[src/rtl/dao_regs.svh]
// Register map, fields, reset values and behaviour list.
//
// Behaviour
// One shared encode edge captures both channels.
// A 12-bit word per channel; top bit is the MSB.
// Formats: full rate, DDR single-ended, DDR differential.
// Full rate: outputs change on the data clock fall.
// Complement data clock is the inverse of the true one.
// A mode setting delays the data clock against the data.
// Full rate: range flag high for an out-of-range sample.
// DDR: data change on both data clock edges.
// DDR: even bit while clock low, odd bit while high.
// Differential DDR: six pairs per channel, same pairing.
// DDR: shared range flag is channel 2 low, channel 1 high.
// DDR single-ended: receiver leaves odd-position outputs open.
// Differential format: programmable drive current.
// Differential format: optional internal pair termination.
// A mode register write selects format and features.
// Conversion starts on the true encode rising edge.
// Strapped configuration offers no DDR single-ended format.
// Receiver captures opposite the change edge, minding delay.
`ifndef DAO_REGS_SVH
`define DAO_REGS_SVH

`define DAO_ADDR_W 8
`define DAO_MODE_ADDR 8'h00
`define DAO_STATUS_ADDR 8'h04
`define DAO_MASK_ADDR 8'h08
`define DAO_SAMPLE_ADDR 8'h0C
`define DAO_INFO_ADDR 8'h10

`define DAO_FMT_LSB 0
`define DAO_FMT_W 2
`define DAO_PHASE_LSB 2
`define DAO_PHASE_W 2
`define DAO_DRIVE_LSB 4
`define DAO_DRIVE_W 3
`define DAO_TERM_BIT 7
`define DAO_PHASE_RESET 2'h0
`define DAO_DRIVE_RESET 3'h4
`define DAO_TERM_RESET 1'h0

`define DAO_EV_W 4
`define DAO_EV_SAMPLE 0
`define DAO_EV_RANGE1 1
`define DAO_EV_RANGE2 2
`define DAO_EV_REFUSED 3

`define DAO_SAMPLE_W 12
`define DAO_S1_LSB 0
`define DAO_S1OF_BIT 12
`define DAO_S2_LSB 16
`define DAO_S2OF_BIT 28
`define DAO_INFO_STRAP_BIT 2

`define DAO_PHASE_TAPS 3

`endif

[src/rtl/dao_pkg.sv]
// Types and shared helpers of the output interface.
`default_nettype none

package dao_pkg;

    typedef enum logic [1:0] {
        FMT_FULL = 2'h0,
        FMT_DDR_CMOS = 2'h1,
        FMT_DDR_LVDS = 2'h2
    } dao_format_type;

    // Picks the even or the odd half of a sample word for one DDR phase.
    function automatic logic [5:0] dao_pick_half(
        input logic [11:0] word,
        input logic odd
    );
        logic [5:0] half;
        half = 6'h00;
        for (int i = 0; i < 6; i++)
        begin
            half[i] = odd ? word[2 * i + 1] : word[2 * i];
        end
        return half;
    endfunction

endpackage

`default_nettype wire

[src/rtl/dao_pin_sync.sv]
// Three-stage pin synchroniser with agreement of stages two and three.
`default_nettype none

module dao_pin_sync #(
    parameter int W = 3
) (
    input wire logic ref_clk,
    input wire logic rst_n,
    input wire logic [W-1:0] pinIn,
    output logic [W-1:0] pinOut
);

    generate
        if (W < 1)
        begin : gBadWidth
            $error("dao_pin_sync needs at least one pin");
        end
    endgenerate

    logic [W-1:0] s1_r, s2_r, s3_r, out_r;
    logic [W-1:0] out_nxt;

    // The first stage feeds only the second one.
    always_comb
    begin
        out_nxt = (~(s2_r ^ s3_r) & s3_r) | ((s2_r ^ s3_r) & out_r);
    end

    always_ff @(posedge ref_clk)
    begin
        if (!rst_n)
        begin
            s1_r <= '0;
            s2_r <= '0;
            s3_r <= '0;
            out_r <= '0;
        end
        else
        begin
            s1_r <= pinIn;
            s2_r <= s1_r;
            s3_r <= s2_r;
            out_r <= out_nxt;
        end
    end

    assign pinOut = out_r;

endmodule

`default_nettype wire

[src/rtl/dao_clock_delay.sv]
// Tap delay line that shifts the forwarded data clock against the data.
`default_nettype none

module dao_clock_delay #(
    parameter int MAX_TAPS = 3
) (
    input wire logic ref_clk,
    input wire logic rst_n,
    input wire logic levelIn,
    input wire logic [$clog2(MAX_TAPS+1)-1:0] tapSel,
    output logic levelOut
);

    generate
        if (MAX_TAPS < 2)
        begin : gBadTaps
            $error("dao_clock_delay needs at least two taps");
        end
    endgenerate

    logic [MAX_TAPS:1] sh_r, sh_nxt;
    logic [MAX_TAPS:0] taps;

    always_comb
    begin
        sh_nxt = {sh_r[MAX_TAPS-1:1], levelIn};
        taps = {sh_r, levelIn};
        // Tap zero is the already registered clock level itself.
        if (int'(tapSel) > MAX_TAPS)
        begin
            levelOut = taps[MAX_TAPS];
        end
        else
        begin
            levelOut = taps[tapSel];
        end
    end

    always_ff @(posedge ref_clk)
    begin
        if (!rst_n)
        begin
            sh_r <= '0;
        end
        else
        begin
            sh_r <= sh_nxt;
        end
    end

endmodule

`default_nettype wire

[src/rtl/dao_output_interface.sv]
// Two-channel sample output interface with a register port.
`include "dao_regs.svh"
`default_nettype none

module dao_output_interface (
    input wire logic ref_clk,
    input wire logic rst_n,
    input wire logic [`DAO_ADDR_W-1:0] regAddr,
    input wire logic [31:0] regWrData,
    input wire logic regWrEn,
    input wire logic regRdEn,
    output logic [31:0] regRdData,
    output logic irq,
    input wire logic encode_clock_p,
    input wire logic encode_clock_n,
    input wire logic config_method_strap,
    input wire logic [`DAO_SAMPLE_W-1:0] ch1ConvCode,
    input wire logic ch1ConvOver,
    input wire logic [`DAO_SAMPLE_W-1:0] ch2ConvCode,
    input wire logic ch2ConvOver,
    output logic fwd_data_clock_p,
    output logic fwd_data_clock_n,
    output logic [`DAO_SAMPLE_W-1:0] ch1_sample_bits,
    output logic [`DAO_SAMPLE_W-1:0] ch2_sample_bits,
    output logic ch1_range_flag,
    output logic ch2_range_flag,
    output logic [5:0] ch1_paired_bits,
    output logic [5:0] ch2_paired_bits,
    output logic [5:0] ch1PairedComp,
    output logic [5:0] ch2PairedComp,
    output logic shared_range_flag,
    output logic sharedRangeComp,
    output logic lvdsEnable,
    output logic [`DAO_DRIVE_W-1:0] lvdsDriveCode,
    output logic lvdsTermEnable
);

    // ==========================================================
    // Pin synchronisation and encode edges
    // ==========================================================

    logic [2:0] pinSync;
    logic encLevel;
    logic strapSync;
    logic riseEv;
    logic fallEv;
    logic encPrev_r;

    dao_pin_sync #(
        .W(3)
    ) u_pin_sync (
        .ref_clk(ref_clk),
        .rst_n(rst_n),
        .pinIn({config_method_strap, encode_clock_n, encode_clock_p}),
        .pinOut(pinSync)
    );

    // A grounded complement means single-ended encode;
    // both encode modes reduce to this level.
    assign encLevel = pinSync[0] & ~pinSync[1];
    assign strapSync = pinSync[2];
    assign riseEv = encLevel & ~encPrev_r;
    assign fallEv = ~encLevel & encPrev_r;

    // ==========================================================
    // Mode, status and mask registers
    // ==========================================================

    dao_pkg::dao_format_type fmt_r, fmt_nxt;
    dao_pkg::dao_format_type effFmt;
    logic [`DAO_PHASE_W-1:0] phase_r, phase_nxt;
    logic [`DAO_DRIVE_W-1:0] drive_r, drive_nxt;
    logic term_r, term_nxt;
    logic [`DAO_EV_W-1:0] status_r, status_nxt;
    logic [`DAO_EV_W-1:0] mask_r, mask_nxt;
    logic [`DAO_EV_W-1:0] events;
    logic [`DAO_EV_W-1:0] statusClr;
    logic [31:0] rdData_r, rdData_nxt;
    logic [`DAO_FMT_W-1:0] reqFmt;
    logic isDdr;
    logic lvdsOn;

    // Strapped parts fall back from DDR single-ended to full rate, even if the
    // register was loaded before the strap settled.
    always_comb
    begin
        if (strapSync && fmt_r == dao_pkg::FMT_DDR_CMOS)
        begin
            effFmt = dao_pkg::FMT_FULL;
        end
        else
        begin
            effFmt = fmt_r;
        end
    end

    assign isDdr = (effFmt != dao_pkg::FMT_FULL);
    assign lvdsOn = (effFmt == dao_pkg::FMT_DDR_LVDS);

    logic [`DAO_SAMPLE_W-1:0] conv1_r, conv2_r;
    logic conv1Of_r, conv2Of_r;

    always_comb
    begin
        fmt_nxt = fmt_r;
        phase_nxt = phase_r;
        drive_nxt = drive_r;
        term_nxt = term_r;
        mask_nxt = mask_r;
        rdData_nxt = 32'h0000_0000;
        reqFmt = regWrData[`DAO_FMT_LSB +: `DAO_FMT_W];
        events = '0;
        events[`DAO_EV_SAMPLE] = riseEv;
        events[`DAO_EV_RANGE1] = riseEv & ch1ConvOver;
        events[`DAO_EV_RANGE2] = riseEv & ch2ConvOver;
        statusClr = '0;
        if (regWrEn)
        begin
            unique case (regAddr)
                `DAO_MODE_ADDR:
                begin
                    phase_nxt = regWrData[`DAO_PHASE_LSB +: `DAO_PHASE_W];
                    drive_nxt = regWrData[`DAO_DRIVE_LSB +: `DAO_DRIVE_W];
                    term_nxt = regWrData[`DAO_TERM_BIT];
                    // An illegal or unavailable format leaves the old one.
                    if (reqFmt == 2'h3
                        || (strapSync && reqFmt == 2'h1))
                    begin
                        events[`DAO_EV_REFUSED] = 1'b1;
                    end
                    else
                    begin
                        fmt_nxt = dao_pkg::dao_format_type'(reqFmt);
                    end
                end
                `DAO_STATUS_ADDR:
                begin
                    statusClr = regWrData[`DAO_EV_W-1:0];
                end
                `DAO_MASK_ADDR:
                begin
                    mask_nxt = regWrData[`DAO_EV_W-1:0];
                end
                default:
                begin
                end
            endcase
        end
        // A new event wins over a clear in the same cycle.
        status_nxt = (status_r & ~statusClr) | events;
        if (regRdEn)
        begin
            unique case (regAddr)
                `DAO_MODE_ADDR:
                begin
                    rdData_nxt[`DAO_FMT_LSB +: `DAO_FMT_W] = fmt_r;
                    rdData_nxt[`DAO_PHASE_LSB +: `DAO_PHASE_W] = phase_r;
                    rdData_nxt[`DAO_DRIVE_LSB +: `DAO_DRIVE_W] = drive_r;
                    rdData_nxt[`DAO_TERM_BIT] = term_r;
                end
                `DAO_STATUS_ADDR:
                begin
                    rdData_nxt[`DAO_EV_W-1:0] = status_r;
                end
                `DAO_MASK_ADDR:
                begin
                    rdData_nxt[`DAO_EV_W-1:0] = mask_r;
                end
                `DAO_SAMPLE_ADDR:
                begin
                    rdData_nxt[`DAO_S1_LSB +: `DAO_SAMPLE_W] = conv1_r;
                    rdData_nxt[`DAO_S1OF_BIT] = conv1Of_r;
                    rdData_nxt[`DAO_S2_LSB +: `DAO_SAMPLE_W] = conv2_r;
                    rdData_nxt[`DAO_S2OF_BIT] = conv2Of_r;
                end
                `DAO_INFO_ADDR:
                begin
                    rdData_nxt[`DAO_FMT_LSB +: `DAO_FMT_W] = effFmt;
                    rdData_nxt[`DAO_INFO_STRAP_BIT] = strapSync;
                end
                default:
                begin
                end
            endcase
        end
    end

    always_ff @(posedge ref_clk)
    begin
        if (!rst_n)
        begin
            fmt_r <= dao_pkg::FMT_FULL;
            phase_r <= `DAO_PHASE_RESET;
            drive_r <= `DAO_DRIVE_RESET;
            term_r <= `DAO_TERM_RESET;
            status_r <= '0;
            mask_r <= '0;
            rdData_r <= 32'h0000_0000;
        end
        else
        begin
            fmt_r <= fmt_nxt;
            phase_r <= phase_nxt;
            drive_r <= drive_nxt;
            term_r <= term_nxt;
            status_r <= status_nxt;
            mask_r <= mask_nxt;
            rdData_r <= rdData_nxt;
        end
    end

    assign regRdData = rdData_r;
    assign irq = |(status_r & mask_r);

    // ==========================================================
    // Sample capture and output formatting
    // ==========================================================

    logic [`DAO_SAMPLE_W-1:0] conv1_nxt, conv2_nxt;
    logic conv1Of_nxt, conv2Of_nxt;
    logic [`DAO_SAMPLE_W-1:0] held1_r, held1_nxt;
    logic [`DAO_SAMPLE_W-1:0] held2_r, held2_nxt;
    logic held1Of_r, held1Of_nxt;
    logic [`DAO_SAMPLE_W-1:0] fr1_r, fr1_nxt, fr2_r, fr2_nxt;
    logic frOf1_r, frOf1_nxt, frOf2_r, frOf2_nxt;
    logic [5:0] pr1_r, pr1_nxt, pr2_r, pr2_nxt;
    logic prOf_r, prOf_nxt;

    always_comb
    begin
        conv1_nxt = conv1_r;
        conv2_nxt = conv2_r;
        conv1Of_nxt = conv1Of_r;
        conv2Of_nxt = conv2Of_r;
        held1_nxt = held1_r;
        held2_nxt = held2_r;
        held1Of_nxt = held1Of_r;
        fr1_nxt = isDdr ? '0 : fr1_r;
        fr2_nxt = isDdr ? '0 : fr2_r;
        frOf1_nxt = isDdr ? 1'b0 : frOf1_r;
        frOf2_nxt = isDdr ? 1'b0 : frOf2_r;
        pr1_nxt = isDdr ? pr1_r : 6'h00;
        pr2_nxt = isDdr ? pr2_r : 6'h00;
        prOf_nxt = isDdr ? prOf_r : 1'b0;
        // One shared edge loads both channels in the same cycle.
        if (riseEv)
        begin
            conv1_nxt = ch1ConvCode;
            conv2_nxt = ch2ConvCode;
            conv1Of_nxt = ch1ConvOver;
            conv2Of_nxt = ch2ConvOver;
            if (isDdr)
            begin
                pr1_nxt = dao_pkg::dao_pick_half(held1_r, 1'b1);
                pr2_nxt = dao_pkg::dao_pick_half(held2_r, 1'b1);
                prOf_nxt = held1Of_r;
            end
        end
        if (fallEv)
        begin
            held1_nxt = conv1_r;
            held2_nxt = conv2_r;
            held1Of_nxt = conv1Of_r;
            if (isDdr)
            begin
                pr1_nxt = dao_pkg::dao_pick_half(conv1_r, 1'b0);
                pr2_nxt = dao_pkg::dao_pick_half(conv2_r, 1'b0);
                prOf_nxt = conv2Of_r;
            end
            else
            begin
                fr1_nxt = conv1_r;
                fr2_nxt = conv2_r;
                frOf1_nxt = conv1Of_r;
                frOf2_nxt = conv2Of_r;
            end
        end
    end

    always_ff @(posedge ref_clk)
    begin
        if (!rst_n)
        begin
            encPrev_r <= 1'b0;
            conv1_r <= '0;
            conv2_r <= '0;
            conv1Of_r <= 1'b0;
            conv2Of_r <= 1'b0;
            held1_r <= '0;
            held2_r <= '0;
            held1Of_r <= 1'b0;
            fr1_r <= '0;
            fr2_r <= '0;
            frOf1_r <= 1'b0;
            frOf2_r <= 1'b0;
            pr1_r <= 6'h00;
            pr2_r <= 6'h00;
            prOf_r <= 1'b0;
        end
        else
        begin
            encPrev_r <= encLevel;
            conv1_r <= conv1_nxt;
            conv2_r <= conv2_nxt;
            conv1Of_r <= conv1Of_nxt;
            conv2Of_r <= conv2Of_nxt;
            held1_r <= held1_nxt;
            held2_r <= held2_nxt;
            held1Of_r <= held1Of_nxt;
            fr1_r <= fr1_nxt;
            fr2_r <= fr2_nxt;
            frOf1_r <= frOf1_nxt;
            frOf2_r <= frOf2_nxt;
            pr1_r <= pr1_nxt;
            pr2_r <= pr2_nxt;
            prOf_r <= prOf_nxt;
        end
    end

    // ==========================================================
    // Forwarded clock and pins
    // ==========================================================

    // The registered encode level moves with the data,
    // so with no delay both change on one edge.
    dao_clock_delay #(
        .MAX_TAPS(`DAO_PHASE_TAPS)
    ) u_clock_delay (
        .ref_clk(ref_clk),
        .rst_n(rst_n),
        .levelIn(encPrev_r),
        .tapSel(phase_r),
        .levelOut(fwd_data_clock_p)
    );

    assign fwd_data_clock_n = ~fwd_data_clock_p;
    assign ch1_sample_bits = fr1_r;
    assign ch2_sample_bits = fr2_r;
    assign ch1_range_flag = frOf1_r;
    assign ch2_range_flag = frOf2_r;
    assign ch1_paired_bits = pr1_r;
    assign ch2_paired_bits = pr2_r;
    assign shared_range_flag = prOf_r;
    // In single-ended DDR the complement lines are idle and left open.
    assign ch1PairedComp = lvdsOn ? ~pr1_r : 6'h00;
    assign ch2PairedComp = lvdsOn ? ~pr2_r : 6'h00;
    assign sharedRangeComp = lvdsOn ? ~prOf_r : 1'b0;
    assign lvdsEnable = lvdsOn;
    assign lvdsDriveCode = drive_r;
    assign lvdsTermEnable = lvdsOn & term_r;
endmodule

`default_nettype wire

[config.mk]
export PLATFORM = sky130hd
export DESIGN_NAME = dao_output_interface
export DESIGN_NICKNAME = d
export VERILOG_FILES = /design/src/rtl/dao_pkg.sv /design/src/rtl/dao_pin_sync.sv /design/src/rtl/dao_clock_delay.sv /design/src/rtl/dao_output_interface.sv
export VERILOG_INCLUDE_DIRS = /design/src /design/src/rtl
export SDC_FILE = /design/constraint.sdc
export NUM_CORES = 1
export LEC_CHECK = 0
export BUFFER_PORTS_ARGS = -buffer_cell sky130_fd_sc_hd__buf_2
export CORE_ASPECT_RATIO = 1.5
export CORE_MARGIN = 1
export CORE_UTILIZATION = 54
export DETAILED_ROUTE_END_ITERATION = 16
export PLACE_DENSITY = 0.89
export SYNTH_ARGS = -nofsm -noshare
export SYNTH_HDL_FRONTEND = slang
export SYNTH_SLANG_ARGS = --single-unit
[constraint.sdc]
create_clock -name ref_clk -period 4.6 [get_ports ref_clk]
set_clock_uncertainty 0.2 [all_clocks]
set_input_delay 1.38 -clock ref_clk [delete_from_list [all_inputs] [get_ports ref_clk]]
set_output_delay 1.38 -clock ref_clk [all_outputs]
set_load 0.02 [all_outputs]
# After elaboration in Yosys (flattened, before gate mapping)
# Index checks and enable logic that the tools add are counted.
# W data, S select, Z words.
# classes
n_addsub	0
n_mul	0
div_mod_pow	0
order_cmp	1
n_eq_ne	8
shifts	0
n_mux	41
n_bitwise	23
n_reduce_logical	11
# op_table
cell	n
$mux W12	6
$mux W6	12
$eq A8 B4 Y1 const B	2
$mux W1	16
$pmux W3 S5	1
$not A6 Y6	2
$and A4 B4 Y4	2
$eq A8 B3 Y1 const B	1
$eq A8 B5 Y1 const B	1
$logic_not A8 Y1	1
$mux W4	2
$pmux W4 S2	1
$and A1 B1 Y1	6
$and A3 B3 Y3	2
$not A1 Y1	6
$reduce_and A2 Y1	3
$reduce_and A3 Y1	2
$eq A2 B1 Y1 const B	2
$eq A2 B2 Y1 const B	2
$not A4 Y4	1
$or A4 B4 Y4	1
$pmux W1 S4	1
$reduce_or A4 Y1	1
$lt A2 B3 Y1 const B	1
8 further kinds	9
# word_totals
ff_bits	154
latch_bits	0
mem_bits_rw	0
mem_bits_ro	0
input_bits	73
out_inout_bits	92
wordCells	113
n_memories	0

# Longest topological paths before layout
# depth
ltp_word	9
depth_mapped	7
ltp_nobuf	4

# Cells and area by module
# A second synthesis with hierarchy kept.
# hier_totals
hier_cells	557
hier_area_um2	5198.7
# by_module_without_submodules
module	instances	cells_each	area_each_um2	seq_area_each_um2
dao_output_interface	1	519	4729.5	2422.3
dao_pin_sync	1	31	367.9	240.2
dao_clock_delay	1	7	101.3	60.1

# Worst setup path before layout
# Ideal clock, no wire load.
# synth_timing
kind	register to output
from	register encPrev_r
to	output port fwd_data_clock_n
arrival_time_ns	1.201
t_required_ns	3.020
slack_ns	1.819
path_stages_with_launch	4
path_buffers	1
path_cell_list	dfxtp_1 -> buf_2 -> mux4_2 -> inv_1
# synth_between
elab_chain_cells	3
# synth_lines
item	line	source
start, declared	dao_output_interface.sv:47	logic encPrev_r;
start signal, assigned	dao_output_interface.sv:302	encPrev_r <= encLevel;
$bmux W1 S2	dao_clock_delay.sv:35	levelOut = taps[tapSel];
$mux W1 (not written as such)	dao_clock_delay.sv:35	
via fwd_data_clock_p	dao_output_interface.sv:21	output logic fwd_data_clock_p,
$not A1 Y1	dao_output_interface.sv:336	assign fwd_data_clock_n = ~fwd_data_clock_p;
end, declared	dao_output_interface.sv:22	output logic fwd_data_clock_n,
# The timed path passes the listed nets, and every way through them passes these cells. The select of a mux whose other input is x is not followed.

# Worst setup path in the final report
# layout_timing
from	register fmt_r[0]
to	output port lvdsTermEnable
# layout_between
elab_chain_cells	5
# layout_lines
item	line	source
start, declared	dao_output_interface.sv:69	dao_pkg::dao_format_type fmt_r, fmt_nxt;
start signal, assigned	dao_output_interface.sv:192	fmt_r <= dao_pkg::FMT_FULL;
start signal, assigned	dao_output_interface.sv:202	fmt_r <= fmt_nxt;
$eq A2 B1 Y1	dao_output_interface.sv:87	if (strapSync && fmt_r == dao_pkg::FMT_DDR_CMOS)
$logic_and A1 B1 Y1	dao_output_interface.sv:87	
$mux W2 *	dao_output_interface.sv:87	
$eq A2 B2 Y1 *	dao_output_interface.sv:98	assign lvdsOn = (effFmt == dao_pkg::FMT_DDR_LVDS);
$and A1 B1 Y1 *	dao_output_interface.sv:350	assign lvdsTermEnable = lvdsOn & term_r;
end, declared	dao_output_interface.sv:35	output logic lvdsTermEnable
# Every way passes the cells marked *; elsewhere a longest branch is shown, timed or not.

==> flow_summary.json <==
{
  "outcome": "completed",
  "cts-resized-gates": 0,
  "post-route-util_pct": 68.4,
  "worstMarginPinSlew_ns": 1.17,
  "period_minus_slack_ns": 3.51,
  "synth_top_cell_area_share_pct": 53.1,
  "path_max_fanout": 14,
  "drc": 0,
  "synth_cells": 571,
  "io_buffers": 134,
  "wl_per_cell_microns": 15.9,
  "insertion_delay_ns": 0.42,
  "switchingPower_uw": 556,
  "hold_viol": 0,
  "cts.sinks": 136,
  "synth.area.top_cells": "dfxtp_1 53%, nand2_1 9.2%, a21oi_1 7.7%",
  "mostFrequentLayoutCell": "dfxtp_1",
  "hold_start": "u_pin_sync.s1_r[0]",
  "num_antenna_cells": 0,
  "cp.arrival_ns": 1.93,
  "dieArea_sq_um": 9890,
  "clockBufferDepth": 2,
  "slew_headroom_pct": 22.0,
  "hp-class": "reg -> reg",
  "yosysTopAreaCell": "dfxtp_1",
  "finalCritPeriodShare_pct": 76.4,
  "die_w_microns": 81.5,
  "maxCapViolCount": 0,
  "ios": 165,
  "async_reset_ff_share_pct": 0,
  "gp_congestion": 0.910,
  "antenna_found_initial": 0,
  "globalRouteOverflowTotal": 0,
  "gr-usage-all-layers_pct": 27.5,
  "synth.distinct_cells": 39,
  "post_cts_buffers": 0,
  "seqPwrFrac_pct": 46.3,
  "ys_warn_count": 0,
  "via_per_inst": 5.47,
  "drt_iter0_drc": 328,
  "r2r-end": "ch2_sample_bits[7]",
  "cts_tree": "done",
  "die_h_microns": 121,
  "drtAntennaViolNets": 0,
  "grt_pass1_vias": 4205,
  "start_util_pct": 55.4,
  "cp-start-kind": "register",
  "path_class": "reg -> out",
  "h-tree-depth": 4,
  "place_hpwl_mm": 8.67,
  "design.core.area_sq_um": 9250,
  "rrSetupSlack_ns": 1.94,
  "cellInternalPower_mw": 2.00,
  "fmax_mhz": 285,
  "clk_pin_slew_worst_paths_ns": 0.06,
  "grt_pass1_wl_mm": 20.1,
  "design_area_sq_um": 6330,
  "synthFlopType": "dfxtp_1",
  "final_cell_mix": "136 x dfxtp_1, 134 x buf_2, 126 x nand2_1, 79 x a21oi_1, 45 x nor2_1",
  "via_count": 4457,
  "crit_start": "fmt_r[0]",
  "dpl_cell_area_sq_um": 5750,
  "cts_made_buffers": 17,
  "routed_wl_mm": 13.0,
  "synth_area_sq_um": 5120,
  "worst_ep_required_time_ns": 3.02,
  "vdd_drop_max_uv": 314,
  "pwr-share-comb_pct": 2.6,
  "root_buffer": "clkbuf_16",
  "clockPowerShare_pct": 51.2,
  "synth_edf_count": 0,
  "maxSlewViolCount": 0,
  "drive_gt1_share_pct": 27.3,
  "power_density_nw_per_um2": 404,
  "r2r_cells": 4,
  "end_kind": "primary output",
  "grt_max_degree": 57,
  "hold_buffers": 0,
  "hold-path-endpoint": "u_pin_sync.s2_r[0]",
  "areaGrowthSynthToFinish_pct": 23.5,
  "num-nets-final": 763,
  "dr.pass1.iters": 5,
  "row_count": 43,
  "avgSynthCellArea_sq_um": 8.98,
  "synth_seq_cells": 136,
  "p_leak_nw": 2.82,
  "p_sw_share_pct": 21.7,
  "setup_viol": 0,
  "rsz0062_at_grt": "no",
  "yosysSeqAreaShare_pct": 53.1,
  "tns_ns": 0,
  "whs_path_depth": 1
}
## power by group through the flow
stage	combinational [mW]	sequential, mW	clock (mW)
2_1_floorplan	0.0384	1.21	0
3_5_place_dp	0.0646	1.21	0
5_1_grt	0.0708	1.18	1.38
6_report	0.0655	1.18	1.31
3_3_place_gp	0.0627	1.21	0
4_1_cts	0.0650	1.18	1.33
## routing by layer
metal	up-vias	GRT usage [%]	routed length, microns
met1	2112	29.2	4890
met3	25	7.22	720
li1	2139	-	-
met2	181	49.5	7070
met5	-	0	0
met4	0	11.7	272
## cell usage after synthesis, types with 2 or more instances
library cell  number
dfxtp_1          136
mux4_2             2
inv_1              8
buf_6              2
o21ai_0            8
mux2_2            13
mux2i_1           26
nand3_1            4
a21oi_1           79
nor2_1            45
buf_4             10
nand3b_1           2
a211oi_1          13
buf_2             12
nand2b_1           7
nand3_2            2
and2_1            34
nor2_2             2
a22oi_1            6
clkbuf_1          14
buf_1              3
nand2_1          126
## flip-flops by register name, summed over array words and instances (netlist names), 4 cells and up, named ones only
signal / count
ch1_paired_bits: 6
ch1_sample_bits: 12
ch2_paired_bits: 6
ch2_sample_bits: 12
conv1_r: 12
conv2_r: 12
held1_r: 6
held2_r: 6
mask_r: 4
regRdData: 26
status_r: 4
## critical path, stage by stage (launching register included)
cell and delay (ns):
dfxtp_1 0.41, nand2b_1 0.63, inv_1 0.13, and2_1 0.19
buf_2 0.15
## worst max path at each step
| stage | slack, ns | to | depth (start not counted) |
|---|---|---|---|
| 2_1_floorplan | 1.82 | fwd_data_clock_n | 3 |
| 3_3_place_gp | 1.57 | lvdsTermEnable | 4 |
| 3_5_place_dp | 1.51 | ch1_sample_bits[1] | 3 |
| 4_1_cts | 1.05 | lvdsTermEnable | 4 |
| 5_1_grt | 1.02 | lvdsTermEnable | 4 |
| 6_report | 1.09 | lvdsTermEnable | 4 |
## stage by stage
| step | instances | setup slack (ns) | hold slack, ns | total power [mW] |
|---|---|---|---|---|
| CTS | 815 | 1.05 | 0.236 | 2.58 |
| global placement | 783 | 1.57 | 0.214 | 1.27 |
| finish | 815 | 1.09 | 0.233 | 2.56 |
| floorplan | 576 | 1.82 | 0.212 | 1.25 |
| global route | 815 | 1.02 | 0.254 | 2.64 |
| detailed placement | 783 | 1.51 | 0.222 | 1.27 |
## cells by family (layout without fill, tap and decap cells)
kind of cell	after synthesis	count (layout)	synth area share (%)
other	1	6	0.0732
buffers and inverters	49	176	4.91
AND/OR/NAND/NOR	232	232	20.8
flip-flops	136	136	53.1
AO/OA/AOI/OAI	112	112	12.3
multiplexers	41	41	8.81
## area by class of cell
| class | count | area, sq um |
|---|---|---|
| Fill cell | 717 | 2920 |
| Sequential cell | 136 | 2720 |
| Multi-Input combinational cell | 391 | 2170 |
| Timing Repair Buffer | 136 | 686 |
| Clock buffer | 18 | 429 |
| Clock inverter | 14 | 151 |
| Tap cell | 112 | 140 |
| Inverter | 8 | 30.0 |
Power figures use the tool's default switching activity.
